File: src/fetch_supervisor_pkg.sv
// constants shared by the fetch supervisor timer
package fetch_supervisor_pkg;

    // ---------------------------------------------------------------
    // widths
    // ---------------------------------------------------------------
    localparam int COUNT_W = 32;
    localparam int FUSE_W = 16;
    localparam int STEP_W = 8;

    // ---------------------------------------------------------------
    // clear sequence patterns and reset values
    // ---------------------------------------------------------------
    localparam logic [STEP_W-1:0] PRECLEAR_PATTERN = 8'h40;
    // second step pattern is a free choice; it only has to differ from the first
    localparam logic [STEP_W-1:0] CLEAR_PATTERN = 8'h08;
    localparam logic [COUNT_W-1:0] COUNT_RESET = 32'h00000000;
    localparam logic [STEP_W-1:0] STEP_RESET = 8'h00;

endpackage

File: src/fetch_supervisor_timer.sv
// fetch-driven supervisory timer with two-step software clear
module fetch_supervisor_timer
    import fetch_supervisor_pkg::*;
(
    // clock and reset
    input wire logic ref_clk,
    input wire logic resetn,
    // processor side
    input wire logic fetch_strobe,
    output logic timeout_irq,
    // configuration fuses
    input wire logic fuse_enable,
    input wire logic fuse_disable_setting,
    input wire logic [FUSE_W-1:0] match_value_fuse_low,
    input wire logic [FUSE_W-1:0] match_value_fuse_high,
    // supervisor_control_register enable bit
    input wire logic sw_enable_wr,
    input wire logic sw_enable_wdata,
    output logic sw_enable,
    // step field writes
    input wire logic preclear_wr,
    input wire logic [STEP_W-1:0] preclear_wdata,
    input wire logic clear_wr,
    input wire logic [STEP_W-1:0] clear_wdata,
    // status
    output logic [STEP_W-1:0] preclear_step_field,
    output logic [STEP_W-1:0] clear_step_field,
    output logic second_step_error_flag,
    output logic match_event,
    output logic [COUNT_W-1:0] count
);

    // ---------------------------------------------------------------
    // reset release
    // ---------------------------------------------------------------
    logic rst_meta_reg;
    logic rst_sync_reg;

    // two stages so release never lands near a clock edge
    always_ff @(posedge ref_clk or negedge resetn) begin
        if (!resetn) begin
            rst_meta_reg <= 1'b0;
            rst_sync_reg <= 1'b0;
        end else begin
            rst_meta_reg <= 1'b1;
            rst_sync_reg <= rst_meta_reg;
        end
    end

    // ---------------------------------------------------------------
    // pattern decode
    // ---------------------------------------------------------------
    // one comparator shape serves both steps of the clear sequence
    function automatic logic step_pattern_hit(
        input logic [STEP_W-1:0] value,
        input logic [STEP_W-1:0] pattern
    );
        return (value == pattern);
    endfunction

    // ---------------------------------------------------------------
    // enable and match
    // ---------------------------------------------------------------
    logic [COUNT_W-1:0] match_value;
    logic active;
    logic at_match;
    logic pre_ok;
    logic clear_ok;
    logic clear_bad;
    logic count_advance;

    // high fuse word on top, low fuse word below
    assign match_value = {match_value_fuse_high, match_value_fuse_low};
    // the software bit only counts while the fuse does not forbid it
    assign active = fuse_enable | (sw_enable & ~fuse_disable_setting);
    // full-width compare, so the low half alone never fires a match
    assign at_match = (count == match_value);
    // first step is judged on the stored field, not on a write in flight
    assign pre_ok = step_pattern_hit(preclear_step_field, PRECLEAR_PATTERN);
    assign clear_ok = clear_wr && pre_ok && step_pattern_hit(clear_wdata, CLEAR_PATTERN);
    // any second step write that does not finish the sequence is a fault
    assign clear_bad = clear_wr && !clear_ok;
    // sleep simply means no fetch strobes, so the count holds by itself
    assign count_advance = active && fetch_strobe && !at_match && !match_event;

    // ---------------------------------------------------------------
    // software enable bit
    // ---------------------------------------------------------------
    logic sw_enable_next;

    // the bit is always stored; the fuse gate sits in the active decode
    always_comb begin
        sw_enable_next = sw_enable;
        if (sw_enable_wr) begin
            sw_enable_next = sw_enable_wdata;
        end
    end

    // control bit storage
    always_ff @(posedge ref_clk or negedge rst_sync_reg) begin
        if (!rst_sync_reg) begin
            sw_enable <= 1'b0;
        end else begin
            sw_enable <= sw_enable_next;
        end
    end

    // ---------------------------------------------------------------
    // fetch counter
    // ---------------------------------------------------------------
    logic [COUNT_W-1:0] count_next;

    // a valid clear outranks a fetch in the same cycle
    always_comb begin
        count_next = count;
        if (clear_ok) begin
            count_next = COUNT_RESET;
        end else if (count_advance) begin
            count_next = count + 32'h00000001;
        end
    end

    // counter storage; it never wraps because it stops at the match
    always_ff @(posedge ref_clk or negedge rst_sync_reg) begin
        if (!rst_sync_reg) begin
            count <= COUNT_RESET;
        end else begin
            count <= count_next;
        end
    end

    // ---------------------------------------------------------------
    // match event and interrupt
    // ---------------------------------------------------------------
    logic match_next;

    // sticky: a valid clear in the match cycle wins, the match re-arms later
    always_comb begin
        match_next = match_event;
        if (clear_ok) begin
            match_next = 1'b0;
        end else if (active && at_match) begin
            match_next = 1'b1;
        end
    end

    // event flag held until a valid clear or a reset
    always_ff @(posedge ref_clk or negedge rst_sync_reg) begin
        if (!rst_sync_reg) begin
            match_event <= 1'b0;
        end else begin
            match_event <= match_next;
        end
    end

    // interrupt request is its own flop so the pin comes straight from a register
    always_ff @(posedge ref_clk or negedge rst_sync_reg) begin
        if (!rst_sync_reg) begin
            timeout_irq <= 1'b0;
        end else begin
            timeout_irq <= match_next;
        end
    end

    // ---------------------------------------------------------------
    // two-step clear sequence
    // ---------------------------------------------------------------
    logic [STEP_W-1:0] preclear_next;
    logic [STEP_W-1:0] clear_field_next;
    logic error_next;

    // a wrong second step never touches the first step field
    always_comb begin
        preclear_next = preclear_step_field;
        if (clear_ok) begin
            preclear_next = STEP_RESET;
        end else if (preclear_wr) begin
            preclear_next = preclear_wdata;
        end
    end

    // second step field captures every write but a valid one, which clears it
    always_comb begin
        clear_field_next = clear_step_field;
        error_next = second_step_error_flag;
        if (clear_ok) begin
            clear_field_next = STEP_RESET;
            error_next = 1'b0;
        end else if (clear_bad) begin
            clear_field_next = clear_wdata;
            error_next = 1'b1;
        end
    end

    // first step field storage
    always_ff @(posedge ref_clk or negedge rst_sync_reg) begin
        if (!rst_sync_reg) begin
            preclear_step_field <= STEP_RESET;
        end else begin
            preclear_step_field <= preclear_next;
        end
    end

    // second step field storage
    always_ff @(posedge ref_clk or negedge rst_sync_reg) begin
        if (!rst_sync_reg) begin
            clear_step_field <= STEP_RESET;
        end else begin
            clear_step_field <= clear_field_next;
        end
    end

    // error flag: sticky, so software can spot a fault after the fact
    always_ff @(posedge ref_clk or negedge rst_sync_reg) begin
        if (!rst_sync_reg) begin
            second_step_error_flag <= 1'b0;
        end else begin
            second_step_error_flag <= error_next;
        end
    end

endmodule

File: config.mk
export PLATFORM = sky130hd
export DESIGN_NAME = fetch_supervisor_timer
export DESIGN_NICKNAME = d
export VERILOG_FILES = /design/src/fetch_supervisor_pkg.sv /design/src/fetch_supervisor_timer.sv
export SDC_FILE = /design/constraint.sdc
export NUM_CORES = 1
export LEC_CHECK = 0
export ABC_CLOCK_PERIOD_IN_PS = 3800
export BUFFER_PORTS_ARGS = -buffer_cell sky130_fd_sc_hd__buf_2
export CAP_MARGIN = 15
export CORE_ASPECT_RATIO = 1.25
export CORE_UTILIZATION = 54
export CTS_CLUSTER_SIZE = 28
export DETAILED_ROUTE_END_ITERATION = 8
export GPL_ROUTABILITY_DRIVEN = 0
export PLACE_DENSITY = 0.93
export SETUP_SLACK_MARGIN = 0.5
export SLEW_MARGIN = 20
export SYNTH_ARGS = -nofsm -noshare
export SYNTH_HDL_FRONTEND = slang
export SYNTH_SLANG_ARGS = --single-unit
File: constraint.sdc
create_clock -name ref_clk -period 3.8 [get_ports ref_clk]
set_input_delay 0.19 -clock ref_clk [delete_from_list [all_inputs] [get_ports ref_clk]]
set_output_delay 0.19 -clock ref_clk [all_outputs]
set_load 0.03 [all_outputs]
# --- Word level (Yosys, flattened, before mapping) ---
# Index checks and enable logic that the tools add are counted.
# W data, S select, Z words.
op_classes:
  n_addsub: 1
  n_bitwise: 3
  eq_ne: 3
  reduce_logical: 14
  mux: 10
op_table:
  columns: ["operator", "n"]
  rows:
  - ["$mux W32", 2]
  - ["$add A32 B1 Y32 const B", 1]
  - ["$eq A32 B32 Y1", 1]
  - ["$mux W8", 4]
  - ["$eq A8 B4 Y1 const B", 1]
  - ["$eq A8 B7 Y1 const B", 1]
  - ["$reduce_bool A2 Y1", 4]
  - ["$logic_and A1 B1 Y1", 7]
  - ["$mux W1", 4]
  - ["$logic_not A1 Y1", 3]
  - ["$and A1 B1 Y1", 1]
  - ["$not A1 Y1", 1]
  - ["$or A1 B1 Y1", 1]
totals:
  reg_bits: 53
  output_inout_bits: 52

# --- Logic depth before layout (Yosys ltp) ---
depth:
  depth_word: 8
  depth_mapped: 8
  depth_no_buf: 6

# --- Worst setup path before layout ---
# Ideal clock, no wire load.
synth_timing:
  path_type: "flip-flop to flip-flop"
  start: "register count[5]"
  end: "register count[29]"
  n_path_buf: 2
  synth_period_minus_slack_ns: 2.003
  stages_incl_launch_ff: 9
  path_slack_ns: 1.797
  required_time_ns: 3.677
  arrival_ns: 1.880
  path_cell_list: "dfrtp_1 buf_2 nand3_2 nor4_4 and3_1 buf_6 and2_4 nand4_2 mux2i_1"
synth_via:
  elab_chain_cells: 5
  word_cells_on_any_way: 8
  cone_classes: "1 x add/sub; 1 x eq/ne; 2 x mux; 4 x reduce/logical"
synth_lines:
  columns: ["element", "line_no", "source"]
  rows:
  - ["start: declaration", "fetch_supervisor_timer.sv:30", "output logic [COUNT_W-1:0] count"]
  - ["start signal: assignment", "fetch_supervisor_timer.sv:128", "count <= count_next;"]
  - ["parallel branches: the longest is 5 deep, another holds $add A32 B1 Y32", null, null]
# Parallel ways; which one is timed is not known. The select of a mux whose other input is x is not followed.
# A chain may end at the register's enable or synchronous reset.

# --- Final worst setup path ---
layout_timing:
  start: "register count[9]"
  end: "register count[8]"
layout_via:
  elab_chain_cells: 5
layout_lines:
  columns: ["element", "line_no", "source"]
  rows:
  - ["$eq A32 B32 Y1", "fetch_supervisor_timer.sv:77", "assign at_match = (count == match_value);"]
  - ["$logic_not A1 Y1", "fetch_supervisor_timer.sv:84", "assign count_advance = active && fetch_strobe && !at_match && !match_event;"]
  - ["$logic_and A1 B1 Y1 (2 in a row)", "fetch_supervisor_timer.sv:84", null]
  - ["$reduce_bool A2 Y1 (no line)", null, null]
# No other way between the ends.

==> results.toml <==
[sta]
clock_skew_ps = 5.478
max_freq_mhz = 445.3
hold_viol = 0
rsz0062_at_grt = "false"
fin_setup_tns_ps = 0
tightest_slew_ps = 753.9
layout_setup_ws_ps = 1554
drv_slew = 0
fin_crit_sh_pct = 59.10
slew_headroom_pct = 49.74
finalSetupViolations = 0
finalCriticalPeriod_ps = 2246

[setup_path]
critPathArrivalTime_ps = 2440
worst-path-buf-inv = 1
cp-end-kind = "flip-flop"
cpPeakStageDelay_ps = 460
critical-path-top-delay-family = "simple AND/OR/NAND/NOR gates"
crit_fanout = 33
cp_slowest_cell = "nor4_1"
startpoint_type = "flip-flop"
crit_chain = "xnor2_1 -> nand4_1 -> nor4_1 -> a21boi_2 -> buf_4 -> nand3_1 -> mux2_2"
cp.required_ps = 4000
critical_path_class = "flip-flop to flip-flop"

[logic_synthesis]
syn-num-nets = 383
ys_seq_area_share_pct = 41.93
netlist_area_mm2 = 0.003163
synth-seq-cells = 53
postSynth.asyncResetShare_pct = 100.0
synth_cell_types = 41
synthFlopType = "dfrtp_1"
synth_edf_count = 0
syn_avg_cell_area_um2 = 9.732
syn_inst = 325
yosys_warnings = 0

[layout]
top_register = "count"
reg_top3 = "count x32, clear_step_field x8, preclear_step_field x8"
nets = 484
syn_to_final_growth_pct = 21.36
seq_area_mm2 = 0.001330
multi_input_comb_area_mm2 = 0.001728
fillers = 407
most-common-layout-cells = "108 x buf_2, 52 x dfrtp_1, 45 x nand2_1"
drive_gt1_share_pct = 32.08
mostFrequentLayoutCell = "buf_2"
diodes = 0
largest_reg_flops = 32

[placed_design]
numPortBuffers = 108
post-dp-hpwl_mm = 5.746
pre_cts_ws_ps = 1478

[routing]
finalWirelength_mm = 7.818
via_per_inst = 5.807
drc_errors = 0
dr.pass1.iters = 5
drt_iter0_drc = 246
detail-route-antenna-nets = 0
avgRoutedWirePerCell_um = 15.92
via_count = 2851

[floorplan]
start_util_pct = 57.32
num_rows = 30
core_mm2 = 0.005518
dieArea_mm2 = 0.006170
die_y_um = 87.57
pin_count = 109
fp.dieW_um = 70.46

[hold_path]
hp-class = "input pin to flip-flop"

[global_route]
overflow = 0
grt_usage_pct = 26.07
grt_pass1_vias = 2652
antenna_found_initial = 0
grt_max_degree = 57
grt_pass1_wl_mm = 12.64

[outcome]
status = "finished, final reports clean"

[clocking]
worstSkewPairLatency_ps = 310
clk_pin_slew_ps = 90
clk_path_buf_depth = 2
htreeDepth = 2
cts_made_buffers = 5
cts_setup_buffers = 0
tritoncts = "built"
cts_sinks = 53
cts_root_buffer = "clkbuf_8"

[pwr]
pwr_density_cell_mw_per_mm2 = 396.5
power_w = 0.001522
max-vdd-ir-drop_v = 0.0003816
power.leakage_nw = 2.061

[flow_run]
maxCapViolCount = 0
==> final cells by class <==
type,count,share of cell area (%)
clock buffers,7,2.249
clock inverters,1,0.7823
inverters,5,0.4889
multi-input cells,250,45.01
flip-flops and latches,53,34.65
well taps,64,2.086
repair buffers,111,14.73
==> cell usage after synthesis (4+ instances only) <==
library cell  count  area, um2
mux2_2           10      112.6
mux2i_1          32      320.3
nor2_1           21      78.83
dfrtp_1          53       1326
nand2b_1         24      150.1
and3_1            7      43.79
a21oi_1           4      20.02
inv_1             5      18.77
nand2_1          45      168.9
nand3_1          17      85.08
nand4_1          18      112.6
and4_1            5      43.79
clkbuf_1          5      18.77
xnor2_1          32      280.3
and2_1            4      25.02
buf_2             8      40.04
==> final timing paths <==
kind                       slack (ps)  cells past startpoint            start            to
max in group asynchronous        2990                      0     rst_sync_reg     count[29]
min reg2reg                       360                      0     rst_meta_reg  rst_sync_reg
min                               120                      2  sw_enable_wdata     sw_enable
max                              1550                      7         count[9]      count[8]
min in group asynchronous         180                      2           resetn  rst_meta_reg
max reg2reg                      1550                      7         count[9]      count[8]
==> worst reg2reg max path, cell delays in order (launching register included) <==
cell      delay [ps]
dfrtp_1          440
xnor2_1          290
nand4_1          140
nor4_1           460
a21boi_2          90
buf_4            260
nand3_1          120
mux2_2           340
==> metal layers <==
metal / wire (um) / GRT usage [%] / part of all wire, %
met1: 3052 / 32.49 / 39
met5: 0 / 0 / 0
met2: 3847 / 43.64 / 49
met4: 291 / 11.64 / 3.7
met3: 627 / 5.754 / 8.0
==> report_power, final <==
group | internal (W) | leakage, nW | switching (W)
Clock | 0.000215 | 0.0585 | 0.000185
Sequential | 0.000614 | 0.671 | 0.0000850
Combinational | 0.000162 | 1.33 | 0.000262
Total | 0.000991 | 2.06 | 0.000531
==> per-stage QoR <==
step	hold slack, ps	cell area [um2]	std cells	utilization [%]
global placement	-23.46	3704	482	67.12
detailed placement	-22.74	3704	482	67.12
floorplan	-105.6	3163	325	-
global route	104.2	3839	491	69.57
CTS	116.1	3830	491	69.41
finish	115.1	3839	491	69.57
==> cells by family (layout without fill, tap and decap cells) <==
kind of cell	Yosys count	count (layout)	synth area share [%]
other	1	1	0.1186
buffers and inverters	22	124	3.758
flip-flops	53	53	41.93
AO/OA/AOI/OAI	17	17	4.391
AND/OR/NAND/NOR	157	157	26.86
multiplexers	42	42	13.69
adder cells (fa/ha/maj)	1	1	0.3955
XOR/XNOR	32	32	8.861
==> repair_timing <==
item                      4_1_cts  5_1_grt
hold buffers                    1        0
hold endpoints to repair        2        0
gates resized for setup         0        0
Power figures use the tool's default switching activity.
